`config.mk`:
```
export PLATFORM = sky130hd
export DESIGN_NAME = flash_isp_status
export DESIGN_NICKNAME = d
export VERILOG_FILES = /design/src/hdl/flash_isp_pkg.sv /design/src/hdl/flash_isp_status.sv /design/src/hdl/axil_regport.sv /design/src/hdl/isp_guard.sv
export SDC_FILE = /design/constraint.sdc
export NUM_CORES = 1
export LEC_CHECK = 0
export BUFFER_PORTS_ARGS = -buffer_cell sky130_fd_sc_hd__buf_2
export CAP_MARGIN = 20
export CORE_MARGIN = 2
export CORE_UTILIZATION = 43
export CTS_CLUSTER_DIAMETER = 80
export DETAILED_ROUTE_END_ITERATION = 7
export PLACE_DENSITY = 0.8
export SYNTH_ARGS = -nofsm -noshare
export SYNTH_HDL_FRONTEND = slang
export SYNTH_SLANG_ARGS = --single-unit
```
`constraint.sdc`:
```
create_clock -name ref_clk -period 2.3 [get_ports ref_clk]
set_input_delay 0.23 -clock ref_clk [delete_from_list [all_inputs] [get_ports ref_clk]]
set_output_delay 0.23 -clock ref_clk [all_outputs]
set_load 0.02 [all_outputs]
```
`src/hdl/flash_isp_pkg.sv`:
```
/*
 Constants shared by the flash programming status block: register offsets,
 field positions, reset values and default flash region bounds.
 Assumes a 32-bit AXI4-Lite register port with byte addressing.
*/
package flash_isp_pkg;
	// ---------------------------------------------------------------
	// Register offsets (byte addresses)
	// ---------------------------------------------------------------
	localparam logic [7:0] CTRL_OFF = 8'h00;
	localparam logic [7:0] TRIG_OFF = 8'h10;
	localparam logic [7:0] ISP_STATUS_OFF = 8'h40;
	localparam logic [7:0] IRQ_STAT_OFF = 8'h44;
	localparam logic [7:0] IRQ_MASK_OFF = 8'h48;
	// ---------------------------------------------------------------
	// Field positions
	// ---------------------------------------------------------------
	localparam int GO_BIT = 0;
	localparam int BOOT_LSB = 1;
	localparam int CFG_EN_BIT = 4;
	localparam int FAIL_BIT = 6;
	localparam int VEC_LSB = 9;
	localparam int VEC_W = 12;
	localparam int IRQ_DONE_BIT = 0;
	localparam int IRQ_FAIL_BIT = 1;
	localparam int IRQ_W = 2;
	// ---------------------------------------------------------------
	// Reset values
	// ---------------------------------------------------------------
	localparam logic [31:0] ISP_STATUS_RST = 32'h0000_0000;
	localparam logic IRQ_RST = 1'h0;
	localparam logic CFG_EN_RST = 1'h0;
	// ---------------------------------------------------------------
	// Bus answers
	// ---------------------------------------------------------------
	localparam logic [1:0] RESP_OKAY = 2'h0;
	localparam logic [1:0] RESP_SLVERR = 2'h2;
	// ---------------------------------------------------------------
	// Default flash regions
	// ---------------------------------------------------------------
	localparam logic [31:0] APP_LO_DEF = 32'h0000_0000;
	localparam logic [31:0] APP_HI_DEF = 32'h0001_FFFF;
	localparam logic [31:0] LDR_LO_DEF = 32'h0010_0000;
	localparam logic [31:0] LDR_HI_DEF = 32'h0010_0FFF;
	localparam logic [31:0] CFG_LO_DEF = 32'h0030_0000;
	localparam logic [31:0] CFG_HI_DEF = 32'h0030_0007;

	typedef enum logic {stIdle, stRun} isp_state_t;
endpackage

```
`src/hdl/flash_isp_status.sv`:
```
/*
 Flash programming status and trigger block with AXI4-Lite registers,
 operation sequencing toward the flash array and one level interrupt.
 Assumes flash array, config words and write-lock logic share ref_clk.
*/
// Function
// [RULE1] Bits 20:9 read the 12-bit vector page the lowest page maps to.
// [RULE2] Fail flag sets when application flash programs itself.
// [RULE3] Fail flag sets when loader flash programs itself.
// [RULE4] Fail flag sets on config word write while config update disabled.
// [RULE5] Fail flag sets on an illegal destination address.
// [RULE6] Writing one clears the fail flag; writing zero does nothing.
// [RULE7] Fail flag clears only while register write protection is unlocked.
// [RULE8] Fail flag is one state shared with control register bit 6.
// [RULE9] Bits 2:1 mirror the boot selection of config word zero.
// [RULE10] Writing one to bit 0 starts; hardware clears it on completion.
// [RULE11] Bit 0 reads one while running and zero when finished.
// [RULE12] Start trigger is one state shared with trigger register bit 0.
// [RULE13] Reserved status bits read zero and ignore writes.
`timescale 1ns/100ps
module flash_isp_status import flash_isp_pkg::*; #(
	parameter int ADDR_W = 8
) (
	input wire logic ref_clk,
	input wire logic nrst,
	input wire logic awvalid,
	output logic awready,
	input wire logic [ADDR_W-1:0] awaddr,
	input wire logic wvalid,
	output logic wready,
	input wire logic [31:0] wdata,
	input wire logic [3:0] wstrb,
	output logic bvalid,
	input wire logic bready,
	output logic [1:0] bresp,
	input wire logic arvalid,
	output logic arready,
	input wire logic [ADDR_W-1:0] araddr,
	output logic rvalid,
	input wire logic rready,
	output logic [31:0] rdata,
	output logic [1:0] rresp,
	input wire logic [VEC_W-1:0] vectorPageMap,
	input wire logic [1:0] configBootSelect,
	input wire logic regUnlocked,
	input wire logic [31:0] opAddr,
	input wire logic opWrites,
	input wire logic execApp,
	input wire logic execLoader,
	input wire logic flashDone,
	output logic flashStart,
	output logic irq
);
	if (ADDR_W < 8 || ADDR_W > 32) begin
		$error("flash_isp_status: ADDR_W must be 8 to 32");
	end

	// ---------------------------------------------------------------
	// Bus front end
	// ---------------------------------------------------------------
	logic wrEn, rdEn, wrErr, rdErr;
	logic [ADDR_W-1:0] wrAddr, rdAddr;
	logic [31:0] wrData, rdDataIn;
	logic [3:0] wrStrb;

	axil_regport #(.ADDR_W(ADDR_W)) u_port (
		.ref_clk(ref_clk),
		.nrst(nrst),
		.awvalid(awvalid),
		.awready(awready),
		.awaddr(awaddr),
		.wvalid(wvalid),
		.wready(wready),
		.wdata(wdata),
		.wstrb(wstrb),
		.bvalid(bvalid),
		.bready(bready),
		.bresp(bresp),
		.arvalid(arvalid),
		.arready(arready),
		.araddr(araddr),
		.rvalid(rvalid),
		.rready(rready),
		.rdata(rdata),
		.rresp(rresp),
		.wrEn(wrEn),
		.wrAddr(wrAddr),
		.wrData(wrData),
		.wrStrb(wrStrb),
		.wrErr(wrErr),
		.rdEn(rdEn),
		.rdAddr(rdAddr),
		.rdDataIn(rdDataIn),
		.rdErr(rdErr)
	);

	function automatic logic isAt(input logic [ADDR_W-1:0] a,
		input logic [7:0] off);
		return a == ADDR_W'(off);
	endfunction

	function automatic logic isMapped(input logic [ADDR_W-1:0] a);
		return isAt(a, CTRL_OFF) | isAt(a, TRIG_OFF) |
			isAt(a, ISP_STATUS_OFF) | isAt(a, IRQ_STAT_OFF) |
			isAt(a, IRQ_MASK_OFF);
	endfunction

	// ---------------------------------------------------------------
	// Write decode
	// ---------------------------------------------------------------
	isp_state_t state, next_state;
	logic failFlag, cfgUpdateEn;
	logic [IRQ_W-1:0] irqStat, irqMask;
	logic failApp, failLoader, failCfg, failRange;

	wire lane0 = wrStrb[0];
	wire wrStatus = wrEn & lane0 & isAt(wrAddr, ISP_STATUS_OFF);
	wire wrCtrl = wrEn & lane0 & isAt(wrAddr, CTRL_OFF);
	wire wrTrig = wrEn & lane0 & isAt(wrAddr, TRIG_OFF);
	wire wrIrqStat = wrEn & lane0 & isAt(wrAddr, IRQ_STAT_OFF);
	wire wrIrqMask = wrEn & lane0 & isAt(wrAddr, IRQ_MASK_OFF);
	assign wrErr = ~isMapped(wrAddr);
	assign rdErr = ~isMapped(rdAddr);

	wire busy = state == stRun;
	wire failClear = (wrStatus | wrCtrl) & wrData[FAIL_BIT] &
		regUnlocked; // [RULE6] [RULE7] [RULE8]
	wire startReq = (wrStatus | wrTrig) & wrData[GO_BIT] &
		~busy; // [RULE10] [RULE12]
	wire anyFail = failApp | failLoader | failCfg | failRange;
	wire failSet = startReq & anyFail;
	wire goAccept = startReq & ~anyFail;
	wire opEnd = busy & flashDone;
	wire cfgWrite = wrCtrl & regUnlocked;

	isp_guard u_guard (
		.opAddr(opAddr),
		.opWrites(opWrites),
		.execApp(execApp),
		.execLoader(execLoader),
		.cfgUpdateEn(cfgUpdateEn),
		.failApp(failApp),
		.failLoader(failLoader),
		.failCfg(failCfg),
		.failRange(failRange)
	);

	// ---------------------------------------------------------------
	// Next values
	// ---------------------------------------------------------------
	wire next_failFlag = failSet | (failFlag & ~failClear); // [RULE2] [RULE6]
	wire next_cfgUpdateEn = cfgWrite ? wrData[CFG_EN_BIT] : cfgUpdateEn;
	wire [IRQ_W-1:0] irqEvent = {failSet, opEnd};
	wire [IRQ_W-1:0] irqClr = wrIrqStat ? wrData[IRQ_W-1:0] : '0;
	wire [IRQ_W-1:0] next_irqStat = irqEvent | (irqStat & ~irqClr);
	wire [IRQ_W-1:0] next_irqMask = wrIrqMask ? wrData[IRQ_W-1:0] : irqMask;

	always_comb begin
		next_state = state;
		unique case (state)
			stIdle: if (goAccept) next_state = stRun;
			stRun: if (flashDone) next_state = stIdle; // [RULE10]
		endcase
	end

	always_ff @(posedge ref_clk) begin
		if (!nrst) begin
			state <= stIdle;
			failFlag <= ISP_STATUS_RST[FAIL_BIT];
			cfgUpdateEn <= CFG_EN_RST;
			irqStat <= '0;
			irqMask <= '0;
			flashStart <= 1'h0;
			irq <= IRQ_RST;
		end else begin
			state <= next_state;
			failFlag <= next_failFlag;
			cfgUpdateEn <= next_cfgUpdateEn;
			irqStat <= next_irqStat;
			irqMask <= next_irqMask;
			flashStart <= goAccept;
			irq <= |(next_irqStat & next_irqMask);
		end
	end

	// ---------------------------------------------------------------
	// Read view
	// ---------------------------------------------------------------
	wire [31:0] statusWord = {11'h000, vectorPageMap, 2'h0, failFlag, 3'h0,
		configBootSelect, busy}; // [RULE1] [RULE9] [RULE11] [RULE13]
	wire [31:0] ctrlWord = {25'h0000000, failFlag, 1'h0, cfgUpdateEn,
		4'h0}; // [RULE8]
	wire [31:0] trigWord = {31'h00000000, busy}; // [RULE12]
	wire [31:0] irqStatWord = {30'h00000000, irqStat};
	wire [31:0] irqMaskWord = {30'h00000000, irqMask};

	assign rdDataIn = isAt(rdAddr, ISP_STATUS_OFF) ? statusWord :
		isAt(rdAddr, CTRL_OFF) ? ctrlWord :
		isAt(rdAddr, TRIG_OFF) ? trigWord :
		isAt(rdAddr, IRQ_STAT_OFF) ? irqStatWord :
		isAt(rdAddr, IRQ_MASK_OFF) ? irqMaskWord : 32'h0000_0000;

	// ---------------------------------------------------------------
	// Checks
	// ---------------------------------------------------------------
	wire rdStatus = rdEn & isAt(rdAddr, ISP_STATUS_OFF);
	wire rdCtrl = rdEn & isAt(rdAddr, CTRL_OFF);

	a_vector_page_read: assert property ( // [RULE1]
		@(posedge ref_clk) disable iff (!nrst)
		rdStatus |=> rvalid && rdata[20:9] == $past(vectorPageMap))
		else $error("vector page field wrong");

	a_fail_app_self: assert property ( // [RULE2]
		@(posedge ref_clk) disable iff (!nrst)
		startReq && failApp |=> failFlag && !busy && !flashStart)
		else $error("application self write not flagged");

	a_fail_loader_self: assert property ( // [RULE3]
		@(posedge ref_clk) disable iff (!nrst)
		startReq && failLoader |=> failFlag && $stable(state))
		else $error("loader self write not flagged");

	a_fail_cfg_lock: assert property ( // [RULE4]
		@(posedge ref_clk) disable iff (!nrst)
		startReq && opWrites && failCfg && !cfgUpdateEn |=> failFlag)
		else $error("locked config write not flagged");

	a_fail_bad_addr: assert property ( // [RULE5]
		@(posedge ref_clk) disable iff (!nrst)
		startReq && failRange |=> failFlag ##1 !flashStart)
		else $error("illegal address not flagged");

	a_fail_irq_event: assert property ( // [RULE5]
		@(posedge ref_clk) disable iff (!nrst)
		startReq && anyFail |=> irqStat[IRQ_FAIL_BIT])
		else $error("fail event not recorded");

	a_fail_w1c: assert property ( // [RULE6]
		@(posedge ref_clk) disable iff (!nrst)
		wrStatus && wrData[FAIL_BIT] && regUnlocked && !failSet
		|=> !failFlag)
		else $error("fail flag not cleared by one");

	a_fail_zero_write: assert property ( // [RULE6]
		@(posedge ref_clk) disable iff (!nrst)
		wrStatus && !wrData[FAIL_BIT] && failFlag |=> failFlag)
		else $error("fail flag cleared by zero");

	a_fail_locked: assert property ( // [RULE7]
		@(posedge ref_clk) disable iff (!nrst)
		failFlag && !regUnlocked |=> failFlag)
		else $error("fail flag cleared while locked");

	a_fail_shared: assert property ( // [RULE8]
		@(posedge ref_clk) disable iff (!nrst)
		rdCtrl |=> rdata[FAIL_BIT] == $past(failFlag))
		else $error("control bit 6 differs from fail flag");

	a_fail_ctrl_clear: assert property ( // [RULE8]
		@(posedge ref_clk) disable iff (!nrst)
		wrCtrl && wrData[FAIL_BIT] && regUnlocked && !failSet
		|=> !failFlag)
		else $error("control bit 6 did not clear fail flag");

	a_boot_mirror: assert property ( // [RULE9]
		@(posedge ref_clk) disable iff (!nrst)
		rdStatus |=> rdata[2:1] == $past(configBootSelect))
		else $error("boot select copy wrong");

	a_go_sequence: assert property ( // [RULE10]
		@(posedge ref_clk) disable iff (!nrst)
		goAccept |=> flashStart && busy ##1 !flashStart)
		else $error("start not issued");

	a_go_self_clear: assert property ( // [RULE10]
		@(posedge ref_clk) disable iff (!nrst)
		busy && flashDone |=> !busy && irqStat[IRQ_DONE_BIT])
		else $error("trigger not cleared at completion");

	a_go_busy_ignored: assert property ( // [RULE10]
		@(posedge ref_clk) disable iff (!nrst)
		busy && (wrStatus || wrTrig) && wrData[GO_BIT] |=> !flashStart)
		else $error("trigger while busy restarted flash");

	a_go_readback: assert property ( // [RULE11]
		@(posedge ref_clk) disable iff (!nrst)
		rdStatus |=> rdata[GO_BIT] == $past(busy))
		else $error("trigger readback wrong");

	a_go_shared: assert property ( // [RULE12]
		@(posedge ref_clk) disable iff (!nrst)
		wrTrig && wrData[GO_BIT] && !busy && !anyFail |=> busy)
		else $error("trigger register did not start");

	a_trig_readback: assert property ( // [RULE12]
		@(posedge ref_clk) disable iff (!nrst)
		rdEn && isAt(rdAddr, TRIG_OFF) |=> rdata == {31'h0, $past(busy)})
		else $error("trigger register readback wrong");

	a_reserved_zero: assert property ( // [RULE13]
		@(posedge ref_clk) disable iff (!nrst)
		rdStatus |=> rdata[31:21] == 11'h000 && rdata[8:7] == 2'h0 &&
			rdata[5:3] == 3'h0)
		else $error("reserved status bits not zero");
endmodule

```
`src/hdl/axil_regport.sv`:
```
/*
 AXI4-Lite slave front end: takes address and data in either order,
 gives one-cycle write and read strobes to the register file, answers.
 Assumes the register file returns read data and errors combinationally.
*/
`timescale 1ns/100ps
module axil_regport import flash_isp_pkg::*; #(
	parameter int ADDR_W = 8
) (
	input wire logic ref_clk,
	input wire logic nrst,
	input wire logic awvalid,
	output logic awready,
	input wire logic [ADDR_W-1:0] awaddr,
	input wire logic wvalid,
	output logic wready,
	input wire logic [31:0] wdata,
	input wire logic [3:0] wstrb,
	output logic bvalid,
	input wire logic bready,
	output logic [1:0] bresp,
	input wire logic arvalid,
	output logic arready,
	input wire logic [ADDR_W-1:0] araddr,
	output logic rvalid,
	input wire logic rready,
	output logic [31:0] rdata,
	output logic [1:0] rresp,
	output logic wrEn,
	output logic [ADDR_W-1:0] wrAddr,
	output logic [31:0] wrData,
	output logic [3:0] wrStrb,
	input wire logic wrErr,
	output logic rdEn,
	output logic [ADDR_W-1:0] rdAddr,
	input wire logic [31:0] rdDataIn,
	input wire logic rdErr
);
	logic awHeld, wHeld, arHeld;
	logic next_awHeld, next_wHeld, next_arHeld, next_bvalid, next_rvalid;

	assign wrEn = awHeld & wHeld & ~bvalid;
	assign rdEn = arHeld & ~rvalid;
	assign next_bvalid = (bvalid & ~bready) | wrEn;
	assign next_rvalid = (rvalid & ~rready) | rdEn;
	assign next_awHeld = (awHeld | (awvalid & awready)) & ~wrEn;
	assign next_wHeld = (wHeld | (wvalid & wready)) & ~wrEn;
	assign next_arHeld = (arHeld | (arvalid & arready)) & ~rdEn;

	always_ff @(posedge ref_clk) begin
		if (!nrst) begin
			{awHeld, wHeld, arHeld, bvalid, rvalid} <= 5'h00;
			{awready, wready, arready} <= 3'h0;
		end else begin
			{awHeld, wHeld, arHeld} <= {next_awHeld, next_wHeld, next_arHeld};
			{bvalid, rvalid} <= {next_bvalid, next_rvalid};
			awready <= ~next_awHeld & ~next_bvalid;
			wready <= ~next_wHeld & ~next_bvalid;
			arready <= ~next_arHeld & ~next_rvalid;
		end
	end

	always_ff @(posedge ref_clk) begin
		if (!nrst) begin
			wrAddr <= '0;
			rdAddr <= '0;
			wrData <= 32'h0000_0000;
			wrStrb <= 4'h0;
			bresp <= RESP_OKAY;
			rdata <= 32'h0000_0000;
			rresp <= RESP_OKAY;
		end else begin
			if (awvalid & awready) wrAddr <= awaddr;
			if (wvalid & wready) begin
				wrData <= wdata;
				wrStrb <= wstrb;
			end
			if (arvalid & arready) rdAddr <= araddr;
			if (wrEn) bresp <= wrErr ? RESP_SLVERR : RESP_OKAY;
			if (rdEn) begin
				rdata <= rdDataIn;
				rresp <= rdErr ? RESP_SLVERR : RESP_OKAY;
			end
		end
	end
endmodule

```
`src/hdl/isp_guard.sv`:
```
/*
 Legality check of a triggered flash operation against the flash regions.
 Assumes operation address and execution region come on the system clock.
*/
`timescale 1ns/100ps
module isp_guard import flash_isp_pkg::*; #(
	parameter logic [31:0] APP_LO = APP_LO_DEF,
	parameter logic [31:0] APP_HI = APP_HI_DEF,
	parameter logic [31:0] LDR_LO = LDR_LO_DEF,
	parameter logic [31:0] LDR_HI = LDR_HI_DEF,
	parameter logic [31:0] CFG_LO = CFG_LO_DEF,
	parameter logic [31:0] CFG_HI = CFG_HI_DEF
) (
	input wire logic [31:0] opAddr,
	input wire logic opWrites,
	input wire logic execApp,
	input wire logic execLoader,
	input wire logic cfgUpdateEn,
	output logic failApp,
	output logic failLoader,
	output logic failCfg,
	output logic failRange
);
	if (APP_LO > APP_HI || LDR_LO > LDR_HI || CFG_LO > CFG_HI) begin
		$error("isp_guard: region bounds inverted");
	end

	function automatic logic inRange(input logic [31:0] a,
		input logic [31:0] lo, input logic [31:0] hi);
		return (a >= lo) && (a <= hi);
	endfunction

	wire inApp = inRange(opAddr, APP_LO, APP_HI);
	wire inLdr = inRange(opAddr, LDR_LO, LDR_HI);
	wire inCfg = inRange(opAddr, CFG_LO, CFG_HI);

	assign failApp = opWrites & inApp & execApp; // [RULE2]
	assign failLoader = opWrites & inLdr & execLoader; // [RULE3]
	assign failCfg = opWrites & inCfg & ~cfgUpdateEn; // [RULE4]
	assign failRange = ~(inApp | inLdr | inCfg); // [RULE5]
endmodule

```
[After elaboration in Yosys (flattened, before gate mapping)]
Index checks and enable logic that the tools add are counted.
Cells by class
  bitwise gates (word level): 76
  reduce and logical (&&, ||, !) cells: 6
  equal/unequal tests: 8
  order comparisons: 6
  muxes and demuxes: 12
Operators by type and width (count)
  $eq A8 B7 Y1 const B: 6
  $and A1 B1 Y1: 35
  $ge A32 B1 Y1 const B: 1
  $ge A32 B21 Y1 const B: 1
  $ge A32 B22 Y1 const B: 1
  $le A32 B17 Y1 const B: 1
  $le A32 B21 Y1 const B: 1
  $le A32 B22 Y1 const B: 1
  $mux W21: 1
  $or A1 B1 Y1: 21
  $eq A8 B5 Y1 const B: 2
  $logic_not A8 Y1: 2
  $not A1 Y1: 16
  $mux W2: 7
  $mux W7: 1
  $and A2 B2 Y2: 2
  $logic_and A1 B1 Y1: 3
  $mux W1: 2
  $not A2 Y2: 1
  $or A2 B2 Y2: 1
  $pmux W1 S2: 1
  $reduce_or A2 Y1: 1
Storage, ports and cells
  register bits: 77
  input port bits: 110
  word-level logic and storage cells: 130
  output and inout bits: 43

[Longest topological paths before layout]
Gate-level depths: netlist (run 1).
  depth in word-level cells: 11
  gate-level depth with buffers: 5
  depth with buffers taken out: 5

[Modules after synthesis]
A second synthesis (run 1) with hierarchy kept.
Second synthesis, totals
  cells, all modules: 514
  area, all modules: 4342.9 µm²
Modules (own cells, without submodules)
  axil_regport: times used 1, seq. area each 1881.8 µm², area an instance 3527.1 µm², cells an instance 407
  flash_isp_status: times used 1, seq. area each 180.2 µm², area an instance 679.4 µm², cells an instance 87
  isp_guard: times used 1, seq. area each 0.0 µm², area an instance 136.4 µm², cells an instance 20

[Worst setup path before layout (run 1)]
No wires, ideal clock.
  path type: input -> register
  start: input opAddr[28]
  end: register irq
  cell stages on the path: 4
  library setup time: 0.133 ns
  setup slack: 0.560 ns
  data arrival time: 1.607 ns
  data required time: 2.167 ns
  buffers on the path: 0
  cell sequence: or4_1 > or4_4 > a2111oi_4 > o21ai_0
Between the ends
  cells in the longest elaborated chain, start to end: 11
  elaborated cells on any way between the ends: 25
  classes of those cells: order compare: 6; bitwise: 15; reduce/logical: 4
RTL lines
  start, declared: RTL line flash_isp_status.sv:46  | input wire logic [31:0] opAddr,
  $ge A32 B1 Y1, or another cell as far along: RTL line isp_guard.sv:30  | return (a >= lo) && (a <= hi);
  $logic_and A1 B1 Y1: RTL line isp_guard.sv:30
  $and A1 B1 Y1 (on tied branches) (2 in series): RTL line isp_guard.sv:37, isp_guard.sv:38
  $or A1 B1 Y1 (2 in series): RTL line flash_isp_status.sv:130  | wire anyFail = failApp | failLoader | failCfg | failRange;
  $or A1 B1 Y1 *: RTL line flash_isp_status.sv:130
  $and A1 B1 Y1 *: RTL line flash_isp_status.sv:131  | wire failSet = startReq & anyFail;
  $or A2 B2 Y2 *: RTL line flash_isp_status.sv:155  | wire [IRQ_W-1:0] next_irqStat = irqEvent | (irqStat & ~irqClr);
  $and A2 B2 Y2 *: RTL line flash_isp_status.sv:182  | irq <= |(next_irqStat & next_irqMask);
  $reduce_or A2 Y1 *: RTL line flash_isp_status.sv:182
  end signal, assigned: RTL line flash_isp_status.sv:182
  end, declared: RTL line flash_isp_status.sv:52  | output logic irq
Mark *: on every way between the ends. The rest lies on a longest branch, timed or not.
A chain may end at the register's enable or synchronous reset.

[Worst setup path in the final report (run 1)]
  start: register u_port.rdAddr[6]
  end: register u_port.rdata[2]
Between the ends
  cells in the longest elaborated chain, start to end: 2
RTL lines
  start, declared: RTL line axil_regport.sv:35  | output logic [ADDR_W-1:0] rdAddr,
  start signal, assigned: RTL line axil_regport.sv:78  | if (arvalid & arready) rdAddr <= araddr;
  $eq A8 B7 Y1
  $mux W21: RTL line flash_isp_status.sv:197  | assign rdDataIn = isAt(rdAddr, ISP_STATUS_OFF) ? statusWord :
  end signal, assigned: RTL line axil_regport.sv:81  | rdata <= rdDataIn;
  end, declared: RTL line axil_regport.sv:27  | output logic [31:0] rdata,
No other way between the ends.

==> impl_results.md, run 1 <==
* Outcome: finished, final reports clean
* Number of CTS-inserted buffers at 9
* Detailed-routing wirelength on met1 at 2.56 mm
* Relative max-transition margin at 65.7%
* Die Y at 80.7 um
* Layout area overhead at 27.6%
* Number of remaining DRC errors at 0
* TritonCTS sink count at 57
* Post-CTS Setup Repair Bufs at 0
* # IOs at roughly 150
* Maximum clock frequency at 0.505 GHz
* Buffers on Ports at roughly 100
* Worst min path class: in2reg
* Top cell type's share of synthesized area at 45.1%
* Power density over the cells at around 710 nW/um2
* Max-slew violation total from the final report at 0
* Count of cells along the worst hold path at 2
* Unrepaired setup endpoints after global routing: false
* Detailed Place HPWL at 4.31 mm
* Setup tns final at 0 ps
* Number of global-route vias before repair at 2153
* All-layer global routing usage at 18.2%
* Cell at the root of the clock tree: clkbuf_8
* Wire length of the first global-routing pass at 9.14 mm
* Register bit total from synthesis at 57
* Drt wl/cell at roughly 13 um
* Most common library cells after synthesis: dfxtp_1 (57), nand2_1 (46), a21boi_0 (26)
* Post-synthesis average cell area at 9.16 um2
* Required time worst endpoint at 2580 ps
* Number of maximum-capacitance constraint violations at 0
* Crit path cell chain: or4b_2 -> nor2_1 -> and3_1 -> a22o_1
* Total chip power at 2.30 mW
* Placement Setup Slack at 354 ps
* Placement Cell Area at 3010 um2
* CTS Buffer Depth at 2
* Pin slew with the least headroom to its limit at slightly above 500 ps
* Top layer used by detailed routing: met4
* Wire length on met3 at ~430 um
* Number of logic stages on the critical path including buffering at 4
* Share of synthesized flip-flops with an asynchronous set or reset at 0%
* Top_reg_cell synth: dfxtp_1
* Non-Filler Cell Area, Final at between 3000 and 4000 um2
* Total wire length after detailed routing at 5.87 mm
* Vias per cell at between 5 and 6
* Peak supply drop at 400 uV
* Startpoint class of the critical path: flip-flop
* CP Capture Type: flip-flop
* Number of violations reported at the end of detailed-routing iteration 0 at approximately 130
* Area inside the core boundary at 5610 um2
* Number of nets with antenna violations after routing at 0
* TritonCTS clock tree: yes
* Dominant delay contributor by cell family on the critical path: simple AND/OR/NAND/NOR gates
* Final hold viol count at 0
* Maximum cell stage delay along the critical path at between 600 and 700 ps
* Largest net degree at the start of global routing at 34
* Distinct cell type count after synthesis at 49
* Slowest cell on the critical path: or4b_2
* Final Worst Setup Slack at 319 ps
* Leakage power at approximately 1.4 nW
* Clock period minus final worst setup slack at 1980 ps
* Type of the worst setup path: reg2reg
* Antenna violations before repair at 0
* Largest driver fanout on the critical path at 13
* Fraction of layout cells with a size suffix above 1 at between 30% and 40%
* Cell types with the largest area share after synthesis: dfxtp_1 (45%), a21boi_0 (7.7%), nand2_1 (6.8%)
* GP Congestion at 0.805
* Final setup viols at 0
* Count of instances resized after the clock tree is built at 0
* Met2 wire length at 2.81 mm
* Worst Path Buf+Inv at 0
* Top cell type by total area after synthesis: dfxtp_1
* Hold buffer count at CTS at 0
* Share of the yosys chip area belonging to registers at 45.1%
* Die width at 80.7 um
* Area of the mapped netlist at roughly 2500 um2
* Grt total ovfl at 0
* Clock insertion delay at the later pin of the skew report at 330 ps
* Most numerous cell in the Yosys netlist: dfxtp_1
* Data arrival, critical path at 2260 ps
* Worst hold margin at roughly 100 ps
* Maximum level of the CTS H-tree at 3
* Depth of the most critical reg-to-reg path at 4
* Warnings, synthesis at 0
* Gate Count Post-Synth at 276
* Antenna fix cells at 0
* Std-Cell Rows at 27
* Final layout net count at 487
* Vias at 2313
* Overall die area at 6510 um2
* Final critical-path share of the clock period at a little under nine tenths
* Final Skew at 4.77 ps
* Number of synthesized flops with an enable pin at 0
* Detailed-router iteration count before antenna repair at 4
* Clock input transition at the sequential cells of the worst setup and hold paths at 60 ps
* Effective utilization at floorplan at 45.1%
worst register-to-register path, stage by stage, from the launching register on:
cell and delay [ps]:
dfxtp_1 420, or4b_2 620, nor2_1 170, and3_1 500, a22o_1 220
final timing paths:
check / from / to / slack [ps]
hold reg to reg: u_port.rdata[4] / u_port.rdata[4] / 470
setup reg to reg: u_port.rdAddr[6] / u_port.rdata[2] / 320
hold / removal: vectorPageMap[6] / u_port.rdata[15] / 100
setup / recovery: u_port.rdAddr[6] / u_port.rdata[2] / 320
power breakdown:
group,leakage (nW),switching (mW),internal [mW]
sequential,0.463,0.0357,1.02
combinational,0.866,0.142,0.106
clock,0.112,0.381,0.611
cell families (layout without fill, tap and decap cells):
family                 after synthesis  count (layout)  synth area share [%]
AND/OR/NAND/NOR                    118             118                  24.8
AO/OA/AOI/OAI                       63              63                  20.1
flip-flops                          57              57                  45.1
buffers and inverters               31             120                  7.57
multiplexers                         4               4                  1.63
XOR/XNOR                             2               2                 0.693
other                                1              17                 0.148
layout make-up:
cell class / count / area, um2
Clock inverter: 2 / 35.0
Multi-Input combinational cell: 204 / 1250
Clock buffer: 13 / 179
Fill cell: 503 / 2380
Timing Repair Buffer: 102 / 513
Inverter: 3 / 11.3
Sequential cell: 57 / 1140
Tap cell: 72 / 90.1
registers in the layout, indices dropped and copies added (netlist names):
signal,cells
u_port.rdAddr,8
u_port.arready,1
irqMask,2
failFlag,1
busy,1
u_port.awready,1
irq,1
u_port.wrData,4
u_port.wHeld,1
cfgUpdateEn,1
irqStat,2
u_port.arHeld,1
u_port.wrStrb,1
u_port.rvalid,1
u_port.rresp,1
u_port.bvalid,1
u_port.wrAddr,8
flashStart,1
u_port.wready,1
u_port.awHeld,1
u_port.rdata,17
u_port.bresp,1
per-stage QoR:
| step | utilization [%] | instances |
|---|---|---|
| 3_3_place_gp | 53.7 | 438 |
| 2_1_floorplan | - | 292 |
| 5_1_grt | 57.5 | 453 |
| 4_1_cts | 57.5 | 453 |
| 3_5_place_dp | 53.7 | 438 |
| 6_report | 57.5 | 453 |
cells in the final DEF, fill, tap and decap left out, drive strengths merged, types with 2 or more instances in the layout:
master,n
a21boi,26
a21oi,5
a221oi,2
a22o,16
and2,3
and3,6
buf,102
clkbuf,13
conb,17
dfxtp,57
inv,3
mux2i,3
nand2,46
nand2b,5
nand3,14
nand3b,2
nor2,6
nor2b,9
nor3,6
nor4,5
nor4bb,2
o21ai,2
or2,2
or4,5
xor2,2
routing by layer:
| layer | vias up | global-route usage, % |
|---|---|---|
| li1 | 1160 | - |
| met1 | 1051 | 21.6 |
| met2 | 96 | 30.4 |
| met3 | 6 | 4.49 |
| met4 | 0 | 8.81 |
| met5 | - | 0 |
Power figures use the tool's default switching activity.
==> inputs of run 2 (changes only) <==
--- a/config.mk
+++ b/config.mk
@@ -5,13 +5,14 @@
 export SDC_FILE = /design/constraint.sdc
 export NUM_CORES = 1
 export LEC_CHECK = 0
+export ABC_AREA = 1
 export BUFFER_PORTS_ARGS = -buffer_cell sky130_fd_sc_hd__buf_2
 export CAP_MARGIN = 20
 export CORE_MARGIN = 2
-export CORE_UTILIZATION = 43
+export CORE_UTILIZATION = 44
 export CTS_CLUSTER_DIAMETER = 80
 export DETAILED_ROUTE_END_ITERATION = 7
-export PLACE_DENSITY = 0.8
+export PLACE_DENSITY = 0.81
 export SYNTH_ARGS = -nofsm -noshare
 export SYNTH_HDL_FRONTEND = slang
 export SYNTH_SLANG_ARGS = --single-unit
==> run 2 against run 1 <==
Net effect:
- register-to-register slack better by 370 ps
- critical path depth up 1
- sequential power is essentially flat
==> impl_results.md, run 2 <==
* Cell at the root of the clock tree: clkbuf_8 (unchanged)
* Number of remaining DRC errors at 0 (unchanged)
* Total wire length after detailed routing at 6.25 mm (was 5.87 mm)
* Antenna fix cells at 0 (unchanged)
* Placement Setup Slack at 710 ps (was 354 ps)
* Peak supply drop at 453 uV (was 400 uV)
* Fraction of layout cells with a size suffix above 1 at 32.3% (was 33.3%)
* Wire length of the first global-routing pass at 10.1 mm (was 9.14 mm)
* Most numerous cell in the Yosys netlist: dfxtp_1 (unchanged)
* Leading cell types in the layout, fill and taps excluded: buf_2 (101), dfxtp_1 (57), nor2_1 (49), nand3_1 (48), nand2_1 (46) (was buf_2 (101), dfxtp_1 (57), nand2_1 (46), a21boi_0 (26), conb_1 (17))
* Hold buffer count at CTS at 0 (unchanged)
* CP Capture Type: flip-flop (unchanged)
* Total chip power at 2.16 mW (was 2.30 mW)
* Worst hold margin at 109 ps (was 102 ps)
* Final critical-path share of the clock period at 70.1% (was 86.1%)
* Fill cell total of the finished layout at 582 (was 503)
* Top_reg_cell synth: dfxtp_1 (unchanged)
* Count of instances resized after the clock tree is built at 0 (unchanged)
* Buffers on Ports at 101 (unchanged)
* Worst flop-to-flop path startpoint: u_port.rdAddr[0] (was u_port.rdAddr[6])
* Drt wl/cell at 11.7 um (was 13.0 um)
* Top cell type's share of synthesized area at 43.5% (was 45.1%)
* Placement Cell Area at 3120 um2 (was 3010 um2)
* Effective utilization at floorplan at 44.8% (was 45.1%)
* Area of the mapped netlist at 2620 um2 (was 2530 um2)
* Cell types with the largest area share after synthesis: dfxtp_1 (43%), nand3_1 (9.2%), nor2_1 (7.0%) (was dfxtp_1 (45%), a21boi_0 (7.7%), nand2_1 (6.8%))
* Depth of the most critical reg-to-reg path at 5 (was 4)
* Antenna violations before repair at 0 (unchanged)
* Worst min path class: in2reg (unchanged)
* Endpoint of the worst hold path: u_port.rdata[20] (was u_port.rdata[15])
* Required time worst endpoint at 2560 ps (was 2580 ps)
* Largest net degree at the start of global routing at 46 (was 34)
* Vias per cell at 4.87 (was 5.11)
* Combined flip-flop and latch cell area at 1140 um2 (unchanged)
* Area inside the core boundary at 5850 um2 (was 5610 um2)
* Detailed Place HPWL at 4.75 mm (was 4.31 mm)
* GP Congestion at 0.844 (was 0.805)
* Final layout net count at 567 (was 487)
* Final setup viols at 0 (unchanged)
* Relative max-transition margin at 60.6% (was 65.7%)
* Most common library cells after synthesis: dfxtp_1 (57), nor2_1 (49), nand3_1 (48) (was dfxtp_1 (57), nand2_1 (46), a21boi_0 (26))
* Die width at 81.2 um (was 80.7 um)
* Most common library cell in the layout ignoring fill and taps: buf_2 (unchanged)
* Post-synthesis average cell area at 7.39 um2 (was 9.16 um2)
* CTS Buffer Depth at 2 (unchanged)
* Pin slew with the least headroom to its limit at 591 ps (was 515 ps)
* Launch point of the critical path: u_port.rdAddr[0] (was u_port.rdAddr[6])
* TritonCTS clock tree: yes (unchanged)
* Hold wc startpoint: vectorPageMap[11] (was vectorPageMap[6])
* Leakage power at 1.55 nW (was 1.44 nW)
* Unrepaired setup endpoints after global routing: false (unchanged)
* # IOs at 153 (unchanged)
* Std-Cell Rows at 28 (was 27)
* Startpoint class of the critical path: flip-flop (unchanged)
* Final hold viol count at 0 (unchanged)
* Number of violations reported at the end of detailed-routing iteration 0 at 111 (was 129)
* Type of the worst setup path: reg2reg (unchanged)
* Share of synthesized flip-flops with an asynchronous set or reset at 0% (unchanged)
* Clock input transition at the sequential cells of the worst setup and hold paths at 60 ps (about the same)
* Max-slew violation total from the final report at 0 (unchanged)
* Critical register-to-register path endpoint: u_port.rdata[0] (was u_port.rdata[2])
* Number of synthesized flops with an enable pin at 0 (unchanged)
* Largest register FFs at 17 (unchanged)
* Overall die area at 6600 um2 (was 6510 um2)
* Maximum level of the CTS H-tree at 3 (unchanged)
* Post-CTS Setup Repair Bufs at 0 (unchanged)
* TritonCTS sink count at 57 (unchanged)
* Top reg by flops: u_port.rdata (unchanged)
* Gate Count Post-Synth at 355 (was 276)
* Detailed-router iteration count before antenna repair at 4 (unchanged)
* Number of maximum-capacitance constraint violations at 0 (unchanged)
* Count of cells along the worst hold path at 3 (was 2)
* Share of the yosys chip area belonging to registers at 43.5% (was 45.1%)
* Final Worst Setup Slack at 688 ps (was 319 ps)
* All-layer global routing usage at 19.5% (was 18.2%)
* Setup tns final at 0 ps (unchanged)
* Final Skew at 5.91 ps (was 4.77 ps)
* Die Y at 81.2 um (was 80.7 um)
* Data arrival, critical path at 1870 ps (was 2260 ps)
* Number of CTS-inserted buffers at 9 (unchanged)
* Clock period minus final worst setup slack at 1610 ps (was 1980 ps)
* Power density over the cells at 659 nW/um2 (was 713 nW/um2)
* Combined area of the multi-input logic cells at 1260 um2 (was 1250 um2)
* Warnings, synthesis at 0 (unchanged)
* Number of global-route vias before repair at 2390 (was 2153)
* Grt total ovfl at 0 (unchanged)
* Distinct cell type count after synthesis at 30 (was 49)
* Layout area overhead at 25.0% (was 27.6%)
* Largest registers ranked by flip-flop count: u_port.rdata (17), u_port.rdAddr (8), u_port.wrAddr (8) (unchanged)
* Number of nets with antenna violations after routing at 0 (unchanged)
* Vias at 2609 (was 2313)
* Clock insertion delay at the later pin of the skew report at 330 ps (about the same)
* Largest driver fanout on the critical path at 15 (was 13)
* Outcome: finished, final reports clean (unchanged)
* Maximum clock frequency at 0.621 GHz (was 0.505 GHz)
* Top cell type by total area after synthesis: dfxtp_1 (unchanged)
* Setup slack of the worst register-to-register path at 690 ps (was 320 ps)
* Non-Filler Cell Area, Final at 3280 um2 (was 3220 um2)
* Register bit total from synthesis at 57 (unchanged)
-- run 2: logic make-up (layout without fill, tap and decap cells) --
group                  count (synthesis)  after routing  share of synthesized area (%)
AOI/OAI and AO/OA                     58             58                           11.6
buffers and inverters                 55            145                           10.9
DFF                                   57             57                           43.5
other                                  1             17                          0.143
and+or+nand+nor                      184            184                           33.8
-- run 2: area by class of cell --
| cell class | count | area share (%) |
|---|---|---|
| Sequential cell | 57 | 34.8 |
| Timing Repair Buffer | 104 | 16.1 |
| Clock buffer | 12 | 4.42 |
| Tap cell | 75 | 2.86 |
| Multi-Input combinational cell | 259 | 38.3 |
| Clock inverter | 3 | 0.534 |
| Inverter | 26 | 3.01 |
-- run 2: where the power goes --
| part | switching [mW] | internal (mW) |
|---|---|---|
| clock network | 0.378 | 0.411 |
| registers | 0.0286 | 1.03 |
| logic | 0.198 | 0.112 |
| total | 0.605 | 1.56 |
-- run 2: worst max path at each step --
stage | to | cells after the start
finish | u_port.rdata[0] | 5
CTS | u_port.rdata[0] | 5
detailed placement | u_port.rdata[0] | 5
global placement | u_port.rdata[0] | 5
floorplan | irq | 9
global route | u_port.rdata[0] | 7
-- run 2: per-stage QoR --
stage,std cells,utilization (%)
floorplan,371,-
global placement,521,53.3
detailed placement,521,53.3
CTS,536,56.1
global route,536,56.1
finish,536,56.1
-- run 2: critical path: stages, from the launching register on --
cell and delay (ps):
dfxtp_1 310, nor2_1 180, nand3_1 180, nor2_2 520, o21ai_0 170, a31oi_1 180
-- run 2: metal layers --
metal / vias to the layer above / wire length [um] / global-route usage [%]
met4: 0 / 105 / 7.63
met3: 13 / 313 / 4.89
met1: 1167 / 2800 / 23.8
li1: 1347 / - / -
met2: 82 / 3030 / 33.0
met5: - / 0 / 0
